## src/slcu_defs.svh

```systemverilog
// Constants for the level one command unit.
`ifndef SLCU_DEFS_SVH
`define SLCU_DEFS_SVH
`define SLCU_CMD_RESET      8'h00
`define SLCU_CMD_ABORT      8'h01
`define SLCU_CMD_ATN        8'h02
`define SLCU_CMD_NACK       8'h03
`define SLCU_CMD_DISC       8'h04
`define SLCU_CMD_SET_IDI    8'h0F
`define SLCU_CMD_SET_PHASE  8'h28
`define SLCU_ST_RESET       8'h00
`define SLCU_ST_RESET_ADV   8'h01
`define SLCU_ST_SUCCESS     8'h11
`define SLCU_ST_PAUSED      8'h21
`define SLCU_ST_PROTO       8'h25
`define SLCU_ST_UNEXP_PHASE 8'h48
`define SLCU_ST_BUS_FREE    8'h85
`define SLCU_ST_SEL_GLITCH  8'h41
`define SLCU_ST_DISC_IDI    8'h85
`define SLCU_MC_REV         8'h5A
`define SLCU_SEL_ABORT_US   200
`define SLCU_CLK_MHZ        10
`define SLCU_SEL_ABORT_CYC  (`SLCU_SEL_ABORT_US * `SLCU_CLK_MHZ)
`define SLCU_CYC_W          12
`define SLCU_BLK_W          12
`define SLCU_PH_MSG         2
`define SLCU_PH_CD          1
`define SLCU_PH_IO          0
`endif

```

## src/slcu_pkg.sv

```systemverilog
// Types for the level one command unit.
package slcu_pkg;
    typedef enum logic [1:0] {SLCU_DISC, SLCU_INIT, SLCU_TARG, SLCU_SCAM} slcu_state_e;
    typedef struct packed {
        logic msg;
        logic cd;
        logic io;
    } slcu_phase_s;
    typedef struct packed {
        logic       valid;
        logic [7:0] code;
    } slcu_irq_s;
endpackage : slcu_pkg

```

## src/slcu_sync.sv

```systemverilog
// Two-stage synchroniser for bus-side levels.
`timescale 1ns/1ps
module slcu_sync #(parameter int W = 1) (
    input  wire logic         mclk,    // Device clock.
    input  wire logic         resetn,  // Asynchronous reset, active low.
    input  wire logic [W-1:0] d,       // Asynchronous levels.
    output logic      [W-1:0] q        // Synchronised levels.
);
    logic [W-1:0] meta_q;
    // Stage one feeds stage two only.
    always_ff @(posedge mclk or negedge resetn) begin
        if (!resetn) begin
            meta_q <= '0;
            q      <= '0;
        end else begin
            meta_q <= d;
            q      <= meta_q;
        end
    end
endmodule : slcu_sync

```

## src/slcu_unit.sv

```systemverilog
// Level one command unit of the bus interface controller.
`timescale 1ns/1ps
`include "slcu_defs.svh"
module slcu_unit (
    input  wire logic                 mclk,             // Device clock, 10 MHz.
    input  wire logic                 resetn,           // Master reset, active low.
    input  wire logic                 cmd_valid,        // Command write strobe.
    input  wire logic [7:0]           cmd_code,         // Command code.
    input  wire logic                 own_adv_en,       // Own-identity advanced bit.
    input  wire logic                 own_radv_en,      // Own-identity really advanced bit.
    input  wire logic [2:0]           own_bus_id,       // Own-identity bus id.
    input  wire logic [7:0]           ctrl_bus_reg,     // Control bus register value.
    input  wire logic                 dir_expect_in,    // Expected data direction bit.
    input  wire logic                 dir_check_off,    // Direction check disable bit.
    input  wire logic                 l2_busy,          // Level two command running.
    input  wire logic                 l2_is_sat,        // Running command is select-and-transfer.
    input  wire logic                 l2_is_send,       // Running command is a send.
    input  wire logic                 l2_is_recv,       // Running command is a receive.
    input  wire logic                 arb_won,          // Arbitration has been won.
    input  wire logic                 sat_data_phase,   // Select-and-transfer data phase start.
    input  wire logic                 sat_tgt_gone,     // Target has disconnected.
    input  wire logic                 byte_moved,       // One byte moved on the bus.
    input  wire logic                 fifo_empty,       // Internal FIFO drained.
    input  wire logic                 proto_err,        // Handshake corruption seen.
    input  wire logic                 last_msg_out,     // Last message-out byte next.
    input  wire logic                 ident_sent,       // Identify byte sent in select-and-transfer.
    input  wire logic                 ack_hold_evt,     // Interrupt cause that keeps ack.
    input  wire logic                 ack_auto_evt,     // Initiator byte done, ack may drop.
    input  wire logic                 tgt_disc_evt,     // Current target disconnected.
    input  wire logic                 bus_io_pin,       // Bus I/O line, asynchronous.
    input  wire logic                 bus_bsy_pin,      // Bus busy line, asynchronous.
    input  wire logic                 bus_sel_pin,      // Bus select line, asynchronous.
    input  wire logic                 bus_atn_pin,      // Bus attention line, asynchronous.
    input  wire logic                 bus_par_err_pin,  // Bus parity fault, asynchronous.
    input  wire logic                 stop_on_bus_parity_fault, // Halt on parity enable.
    output slcu_pkg::slcu_state_e     state_q,          // Connection state.
    output slcu_pkg::slcu_irq_s       irq_q,            // One-cycle interrupt with status.
    output logic                      adv_q,            // Advanced features active.
    output logic                      radv_q,           // Really advanced features active.
    output logic [7:0]                first_command_byte_reg, // First command byte register.
    output logic [2:0]                bus_id_q,         // Own bus id in use.
    output logic                      l2_kill_q,        // Pulse ending a level two command.
    output logic                      host_data_request,// Data request to host.
    output logic                      sel_out_q,        // Drive select.
    output logic                      ids_out_q,        // Drive bus id bits.
    output logic                      atn_out_q,        // Drive attention.
    output logic                      ack_out_q,        // Drive acknowledge.
    output slcu_pkg::slcu_phase_s     phase_out_q,      // Driven phase lines.
    output logic                      intermediate_disconnect_irq, // Intermediate arm flag.
    output logic                      tgt_aborted_q     // Target abort stopped a transfer.
);
    import slcu_pkg::*;

    // ************************************************************
    // Synchronised bus inputs
    // ************************************************************
    logic [4:0] pins_s;
    slcu_sync #(.W(5)) u_sync (
        .mclk   (mclk),
        .resetn (resetn),
        .d      ({bus_io_pin, bus_bsy_pin, bus_sel_pin, bus_atn_pin, bus_par_err_pin}),
        .q      (pins_s)
    );
    logic io_s, bsy_s, sel_s, atn_s, par_s;
    assign {io_s, bsy_s, sel_s, atn_s, par_s} = pins_s;

    // Decodes whether a level one command is valid in a state.
    function automatic logic cmd_ok(input logic [7:0] c, input slcu_state_e s);
        logic r;
        r = 1'b0;
        unique case (c)
            `SLCU_CMD_RESET:     r = 1'b1;
            `SLCU_CMD_ABORT:     r = (s == SLCU_DISC) || (s == SLCU_TARG);
            `SLCU_CMD_ATN:       r = (s == SLCU_INIT);
            `SLCU_CMD_NACK:      r = (s == SLCU_INIT);
            `SLCU_CMD_DISC:      r = (s != SLCU_DISC);
            `SLCU_CMD_SET_IDI:   r = (s != SLCU_SCAM);
            `SLCU_CMD_SET_PHASE: r = (s == SLCU_SCAM);
            default:             r = 1'b0;
        endcase
        return r;
    endfunction : cmd_ok

    logic is_cmd;
    assign is_cmd = cmd_valid && cmd_ok(cmd_code, state_q);
    logic do_reset, do_abort, do_disc;
    assign do_reset = is_cmd && (cmd_code == `SLCU_CMD_RESET);
    assign do_abort = is_cmd && (cmd_code == `SLCU_CMD_ABORT);
    assign do_disc  = is_cmd && (cmd_code == `SLCU_CMD_DISC);
    // A running send or receive implies a target connection; selection aborts exclude it.
    logic tgt_xfer, sel_abort;
    assign tgt_xfer  = (state_q == SLCU_TARG) || (l2_busy && (l2_is_send || l2_is_recv));
    assign sel_abort = do_abort && state_q == SLCU_DISC && l2_busy && !l2_is_sat && !tgt_xfer;

    // ************************************************************
    // Abort sequencer
    // ************************************************************
    typedef enum logic [2:0] {AB_IDLE, AB_SELWAIT, AB_DRAIN_TX, AB_DRAIN_RX} slcu_ab_e;
    slcu_ab_e ab_q;
    logic [`SLCU_CYC_W-1:0] sel_cnt_q;
    logic [`SLCU_BLK_W-1:0] blk_cnt_q;
    logic internal_abort;
    logic blk_edge;
    assign blk_edge = byte_moved && (blk_cnt_q == `SLCU_BLK_W'(4095));
    assign internal_abort = tgt_xfer && l2_busy && l2_is_recv && (ab_q == AB_IDLE)
        && (radv_q ? ((par_s && stop_on_bus_parity_fault) || atn_s)
                   : (blk_edge && ((par_s && stop_on_bus_parity_fault) || atn_s)));

    // Byte counter marking 4096-byte boundaries.
    always_ff @(posedge mclk or negedge resetn) begin
        if (!resetn) begin
            blk_cnt_q <= '0;
        end else if (!l2_busy) begin
            blk_cnt_q <= '0;
        end else if (byte_moved) begin
            blk_cnt_q <= blk_cnt_q + `SLCU_BLK_W'(1);
        end
    end

    // Abort state machine and select timeout.
    always_ff @(posedge mclk or negedge resetn) begin
        if (!resetn) begin
            ab_q      <= AB_IDLE;
            sel_cnt_q <= '0;
        end else if (do_reset || do_disc) begin
            ab_q <= AB_IDLE;
        end else begin
            unique case (ab_q)
                AB_IDLE: begin
                    if (sel_abort && arb_won) begin
                        ab_q      <= AB_SELWAIT;
                        sel_cnt_q <= '0;
                    end else if ((do_abort || proto_err) && tgt_xfer && l2_is_send) begin
                        ab_q <= AB_DRAIN_TX;
                    end else if ((do_abort || proto_err || internal_abort)
                                 && tgt_xfer && l2_is_recv) begin
                        ab_q <= AB_DRAIN_RX;
                    end
                end
                AB_SELWAIT: begin
                    sel_cnt_q <= sel_cnt_q + `SLCU_CYC_W'(1);
                    if (bsy_s || sel_cnt_q == `SLCU_CYC_W'(`SLCU_SEL_ABORT_CYC - 1)) begin
                        ab_q <= AB_IDLE;
                    end
                end
                AB_DRAIN_TX, AB_DRAIN_RX: begin
                    if (fifo_empty) begin
                        ab_q <= AB_IDLE;
                    end
                end
                default: ab_q <= AB_IDLE;
            endcase
        end
    end

    // Pending protocol-error status for the drain completion.
    logic proto_q;
    always_ff @(posedge mclk or negedge resetn) begin
        if (!resetn) begin
            proto_q <= 1'b0;
        end else if (ab_q == AB_IDLE && proto_err && tgt_xfer) begin
            proto_q <= 1'b1;
        end else if (ab_q == AB_IDLE) begin
            proto_q <= 1'b0;
        end
    end

    // ************************************************************
    // Connection state and feature enables
    // ************************************************************
    logic sel_glitch;
    assign sel_glitch = (state_q == SLCU_INIT) && l2_busy && !bsy_s && !sel_s && tgt_disc_evt;

    always_ff @(posedge mclk or negedge resetn) begin
        if (!resetn) begin
            state_q <= SLCU_DISC;
        end else if (do_reset || do_disc || sel_glitch) begin
            state_q <= SLCU_DISC;
        end else if (do_abort && l2_is_sat && sat_tgt_gone) begin
            state_q <= SLCU_DISC;
        end
    end

    always_ff @(posedge mclk or negedge resetn) begin
        if (!resetn) begin
            adv_q                  <= 1'b0;
            radv_q                 <= 1'b0;
            bus_id_q               <= '0;
            first_command_byte_reg <= '0;
        end else if (do_reset) begin
            adv_q    <= own_adv_en;
            radv_q   <= own_radv_en;
            bus_id_q <= own_bus_id;
            if (own_radv_en) begin
                first_command_byte_reg <= `SLCU_MC_REV;
            end
        end
    end

    // ************************************************************
    // Interrupt generation
    // ************************************************************
    logic dir_bad;
    assign dir_bad = adv_q && !dir_check_off && l2_is_sat && sat_data_phase
                     && (dir_expect_in != io_s);

    // One-cycle interrupt, highest priority first.
    always_ff @(posedge mclk or negedge resetn) begin
        if (!resetn) begin
            irq_q <= '0;
        end else begin
            irq_q <= '0;
            if (do_reset) begin
                irq_q <= '{1'b1, own_adv_en ? `SLCU_ST_RESET_ADV : `SLCU_ST_RESET};
            end else if (sel_abort && !arb_won) begin
                irq_q <= '{1'b1, `SLCU_ST_PAUSED};
            end else if (do_abort && l2_is_sat && sat_tgt_gone) begin
                irq_q <= '{1'b1, `SLCU_ST_BUS_FREE};
            end else if (ab_q == AB_SELWAIT && bsy_s) begin
                irq_q <= '{1'b1, `SLCU_ST_SUCCESS};
            end else if (ab_q == AB_SELWAIT
                         && sel_cnt_q == `SLCU_CYC_W'(`SLCU_SEL_ABORT_CYC - 1)) begin
                irq_q <= '{1'b1, `SLCU_ST_PAUSED};
            end else if ((ab_q == AB_DRAIN_TX || ab_q == AB_DRAIN_RX) && fifo_empty) begin
                irq_q <= '{1'b1, proto_q ? `SLCU_ST_PROTO : `SLCU_ST_PAUSED};
            end else if (sel_glitch) begin
                irq_q <= '{1'b1, l2_is_sat ? `SLCU_ST_BUS_FREE : `SLCU_ST_SEL_GLITCH};
            end else if (dir_bad) begin
                irq_q <= '{1'b1, `SLCU_ST_UNEXP_PHASE};
            end else if (tgt_disc_evt && intermediate_disconnect_irq) begin
                irq_q <= '{1'b1, `SLCU_ST_DISC_IDI};
            end
        end
    end

    // ************************************************************
    // Bus line drivers
    // ************************************************************
    // id removal
    always_ff @(posedge mclk or negedge resetn) begin
        if (!resetn) begin
            sel_out_q <= 1'b0;
            ids_out_q <= 1'b0;
        end else if (do_reset || do_disc) begin
            sel_out_q <= 1'b0;
            ids_out_q <= 1'b0;
        end else if (ab_q == AB_IDLE && sel_abort && arb_won) begin
            sel_out_q <= 1'b1;
            ids_out_q <= 1'b0;
        end else if (ab_q == AB_SELWAIT && (bsy_s
                     || sel_cnt_q == `SLCU_CYC_W'(`SLCU_SEL_ABORT_CYC - 1))) begin
            sel_out_q <= 1'b0;
        end
    end

    always_ff @(posedge mclk or negedge resetn) begin
        if (!resetn) begin
            atn_out_q <= 1'b0;
        end else if (do_reset || do_disc || last_msg_out || ident_sent || !bsy_s) begin
            atn_out_q <= 1'b0;
        end else if (is_cmd && cmd_code == `SLCU_CMD_ATN) begin
            atn_out_q <= 1'b1;
        end
    end

    always_ff @(posedge mclk or negedge resetn) begin
        if (!resetn) begin
            ack_out_q <= 1'b0;
        end else if (ack_hold_evt) begin
            ack_out_q <= 1'b1;
        end else if (do_reset || do_disc || ack_auto_evt
                     || (is_cmd && cmd_code == `SLCU_CMD_NACK)) begin
            ack_out_q <= 1'b0;
        end
    end

    always_ff @(posedge mclk or negedge resetn) begin
        if (!resetn) begin
            phase_out_q <= '0;
        end else if (do_reset || do_disc) begin
            phase_out_q <= '0;
        end else if (is_cmd && cmd_code == `SLCU_CMD_SET_PHASE) begin
            phase_out_q <= '{ctrl_bus_reg[`SLCU_PH_MSG], ctrl_bus_reg[`SLCU_PH_CD],
                             ctrl_bus_reg[`SLCU_PH_IO]};
        end
    end

    // arm flag; a disconnect event in the same cycle still sees the arm.
    always_ff @(posedge mclk or negedge resetn) begin
        if (!resetn) begin
            intermediate_disconnect_irq <= 1'b0;
        end else if (is_cmd && cmd_code == `SLCU_CMD_SET_IDI) begin
            intermediate_disconnect_irq <= 1'b1;
        end else if (do_reset || tgt_disc_evt) begin
            intermediate_disconnect_irq <= 1'b0;
        end
    end

    always_ff @(posedge mclk or negedge resetn) begin
        if (!resetn) begin
            l2_kill_q     <= 1'b0;
            tgt_aborted_q <= 1'b0;
        end else begin
            l2_kill_q <= do_reset || (do_disc && state_q != SLCU_SCAM)
                         || ((ab_q == AB_DRAIN_TX || ab_q == AB_DRAIN_RX) && fifo_empty)
                         || (do_abort && l2_is_sat && sat_tgt_gone);
            if ((ab_q == AB_DRAIN_TX || ab_q == AB_DRAIN_RX) && fifo_empty) begin
                tgt_aborted_q <= 1'b1;
            end else if (cmd_valid || do_reset) begin
                tgt_aborted_q <= 1'b0;
            end
        end
    end

    always_ff @(posedge mclk or negedge resetn) begin
        if (!resetn) begin
            host_data_request <= 1'b0;
        end else begin
            host_data_request <= l2_busy && (ab_q != AB_DRAIN_TX) && !(do_abort && l2_is_send)
                                 && !fifo_empty;
        end
    end
endmodule : slcu_unit

```

## config.mk

```make
export PLATFORM = sky130hd
export DESIGN_NAME = slcu_unit
export DESIGN_NICKNAME = d
export VERILOG_FILES = /design/src/slcu_pkg.sv /design/src/slcu_sync.sv /design/src/slcu_unit.sv
export VERILOG_INCLUDE_DIRS = /design/src
export SDC_FILE = /design/constraint.sdc
export NUM_CORES = 1
export LEC_CHECK = 0
export ABC_AREA = 1
export BUFFER_PORTS_ARGS = -buffer_cell sky130_fd_sc_hd__clkbuf_2
export CAP_MARGIN = 20
export CORE_UTILIZATION = 44
export DETAILED_ROUTE_END_ITERATION = 8
export GPL_TIMING_DRIVEN = 1
export PLACE_DENSITY = 0.73
export SYNTH_ARGS = -nofsm -noshare
export SYNTH_HDL_FRONTEND = slang
export SYNTH_SLANG_ARGS = --single-unit
```

## constraint.sdc

```tcl
create_clock -name mclk -period 1.57 [get_ports mclk]
set_input_delay 0.471 -clock mclk [delete_from_list [all_inputs] [get_ports mclk]]
set_output_delay 0.471 -clock mclk [all_outputs]
set_load 0.05 [all_outputs]
```

==> results.md <==
* Area contributors post-synth: dfrtp_1 50%, nand2_1 11%, inv_1 5.6%
* Largest net degree at the start of global routing at 59
* Final min period at 1.53 ns
* Antenna Nets Post-Route at 0
* Core ar. at 0.00639 mm^2
* GRT Overall Usage at 20.4%
* Ys Warns at 0
* CP Class: register to register
* Critical-path maximum fanout at 2
* Placed Instance Area at 0.00360 mm^2
* Clock transition at the registers of the reported paths at 0.06 ns
* Peak VDD IR at 0.818 mV
* Global-route wire length before repair at 11,200 um
* RSZ-0062 raised after global routing: yes
* Fin. Hold Viols at 0
* Cell depth of the worst flop-to-flop path at 7
* Cell taking the most area after synthesis: dfrtp_1
* FILL cells at 573
* Initial cell density of the core at 45.8%
* Vias/cell at 4.90
* Yosys cell types at 36
* Area share of the largest cell type after synthesis at 49.6%
* Clock root buffer: clkbuf_8
* Most frequent cells after synthesis: 86 x nand2_1, 58 x dfrtp_1, 44 x inv_1
* DIE AREA at 0.00698 mm^2
* First-pass DRT Iterations at 4
* Final net count at 524
* Die H at 83.6 um
* Critical Path Max Stage Delay at 0.36 ns
* Initial antenna violation count at 0
* Via count at 2,722
* Drt total wl at 6570 um
* CTS Sinks at 58
* Area delta synth->final at 32.7%
* Ant. Diodes at 0
* Latest clock arrival within the worst-skew pair at 0.34 ns
* FF/Latch Area at 0.00145 mm^2
* DR WL/cell at 11.8 um
* Critical path arrival at 1.75 ns
* HPWL after DPL at 5020 um
* Mapped Area at 0.00293 mm^2
* Fmax at 652 MHz
* Cell area power density at 1240 mW/mm^2
* Worst Path Required at 1.79 ns
* Avg Inst Size Synth at 8.11 um^2
* Design Area, Final at 0.00389 mm^2
* Share of layout cells above drive strength 1 at 35.1%
* Worst path depth at 7
* Residual DRC count at 0
* Worst hold path class: input port to asynchronous set/reset pin
* EDFF count, synth at 0
* Leak Pwr at 2.03 nW
* Crit end category: register
* Final setup violating endpoints at 0
* Core Rows at 29
* Dpl ws at -0.257 ns
* Slowest library cell on the worst path: dfrtp_1
* Skew final at 0.00885 ns
* Area of the multi-input gates at 0.00127 mm^2
* CP top delay family: simple AND/OR/NAND/NOR gates
* Final critical-path share of the clock period at 97.7%
* GR Overflow Total at 0
* Fin worst setup slack at 0.0367 ns
* Post-synthesis register bit count at 58
* Register area share after synthesis at 49.6%
* CP cell instances: ha_2 -> nand2_2 -> nor2_4 -> buf_6 -> nand4_1 -> nor4b_2 -> nor3_1
* CTS tree: done
* Depth of the CTS H-tree at 3
* Critical Path Source Type: register
* RePlAce Congestion at 0.873
* Hold slack at 0.115 ns
* Die extent in x at 83.6 um
* Post-Synthesis Cells at 361
* Total CTS buffers at 9
* DR iter-0 viols at 117
* Clock Tree Buf Depth at 2
* Post-CTS Hold Fix Bufs at 0
* Pins Over Slew Limit at 0
* Synth Flop Type: dfrtp_1
* Ys async rst share at 100%
* Largest registers: blk_cnt_q: 12 flops, sel_cnt_q: 12 flops, irq_q: 7 flops
* Placed Cells at 537
* I/O pins at 82
* Outcome: complete, no violations
* Worst Path Buf+Inv at 1
* # Max-Cap Violations at 0
* IO buf count at 64
* Final Instance Count excl. Fillers at 556
* Vias in the first global route at 2,715
* Most frequent cell after synthesis: nand2_1
[stage by stage]
step	TNS (ns)	power, mW	util, %
after floorplan	0	2.89	-
after global placement	-2.27	3.41	56.4
after detailed placement	-3.26	3.47	56.4
after CTS	0	4.79	59.3
after global routing	-0.203	5.12	60.9
final	0	4.82	60.9
[where the power goes]
part / total, mW / switching [mW] / internal [mW]
combinational: 1.71 / 1.09 / 0.620
sequential: 1.79 / 0.105 / 1.68
clock: 1.32 / 0.560 / 0.763
total: 4.82 / 1.76 / 3.07
[timing repair]
| action | 4_1_cts | 5_1_grt |
|---|---|---|
| setup buffers | 0 | 4 |
| gates resized for setup | 0 | 21 |
| endpoints found under the setup margin | 0 | 10 |
[path summary, 6_finish.rpt]
path                       slack [ns]          endpoint              from
max                              0.04     blk_cnt_q[10]      blk_cnt_q[1]
min                              0.12      blk_cnt_q[5]            resetn
max reg2reg                      0.04     blk_cnt_q[10]      blk_cnt_q[1]
min reg2reg                      0.35       u_sync.q[0]  u_sync.meta_q[0]
max in group asynchronous        1.18      sel_cnt_q[5]            resetn
min in group mclk                0.24  u_sync.meta_q[0]   bus_par_err_pin
[cell families (layout without fill, tap and decap cells)]
family	count (synthesis)	after routing	synth area share (%)
other	1	8	0.128
buffers and inverters	64	175	10.1
adders and majority gates	2	2	0.855
DFF	58	58	49.6
and+or+nand+nor	190	190	29.5
AOI/OAI and AO/OA	41	41	8.33
xor gates and xnor gates	5	5	1.50
[area by class of cell]
class | count | area share [%]
Clock buffer | 12 | 3.73
Clock inverter | 3 | 1.03
Sequential cell | 58 | 37.3
Timing Repair Buffer | 113 | 18.1
Multi-Input combinational cell | 246 | 32.7
Tap cell | 77 | 2.48
Inverter | 47 | 4.60
[layer usage]
layer	up-vias	wire [um]	track usage, %
met5	-	0	0
met3	13	326	5.04
met4	0	144	9.86
li1	1365	-	-
met1	1268	2930	24.4
met2	76	3170	34.3
[placed cells by master, fill, tap and decap left out, types with 2 or more instances in the layout]
master | netlist | final
nand2_1 | 86 | 82
clkbuf_2 | 0 | 64
dfrtp_1 | 58 | 58
buf_4 | 12 | 47
inv_1 | 44 | 43
nor2_1 | 39 | 35
nand3_1 | 26 | 25
a21oi_1 | 17 | 17
clkbuf_8 | 0 | 10
nand4_1 | 9 | 9
nor2_2 | 5 | 8
conb_1 | 1 | 8
o21ai_2 | 6 | 7
o21ai_0 | 8 | 7
nor3_1 | 9 | 6
xor2_1 | 5 | 5
nand2_2 | 1 | 5
or2_2 | 6 | 5
nor3_2 | 1 | 4
o21ai_1 | 4 | 4
inv_2 | 3 | 3
nand3_2 | 1 | 2
or2_1 | 2 | 2
o21bai_1 | 2 | 2
ha_2 | 0 | 2
clkinv_2 | 0 | 2
clkbuf_1 | 1 | 2
Note: power is estimated with default switching activity, not from simulation.
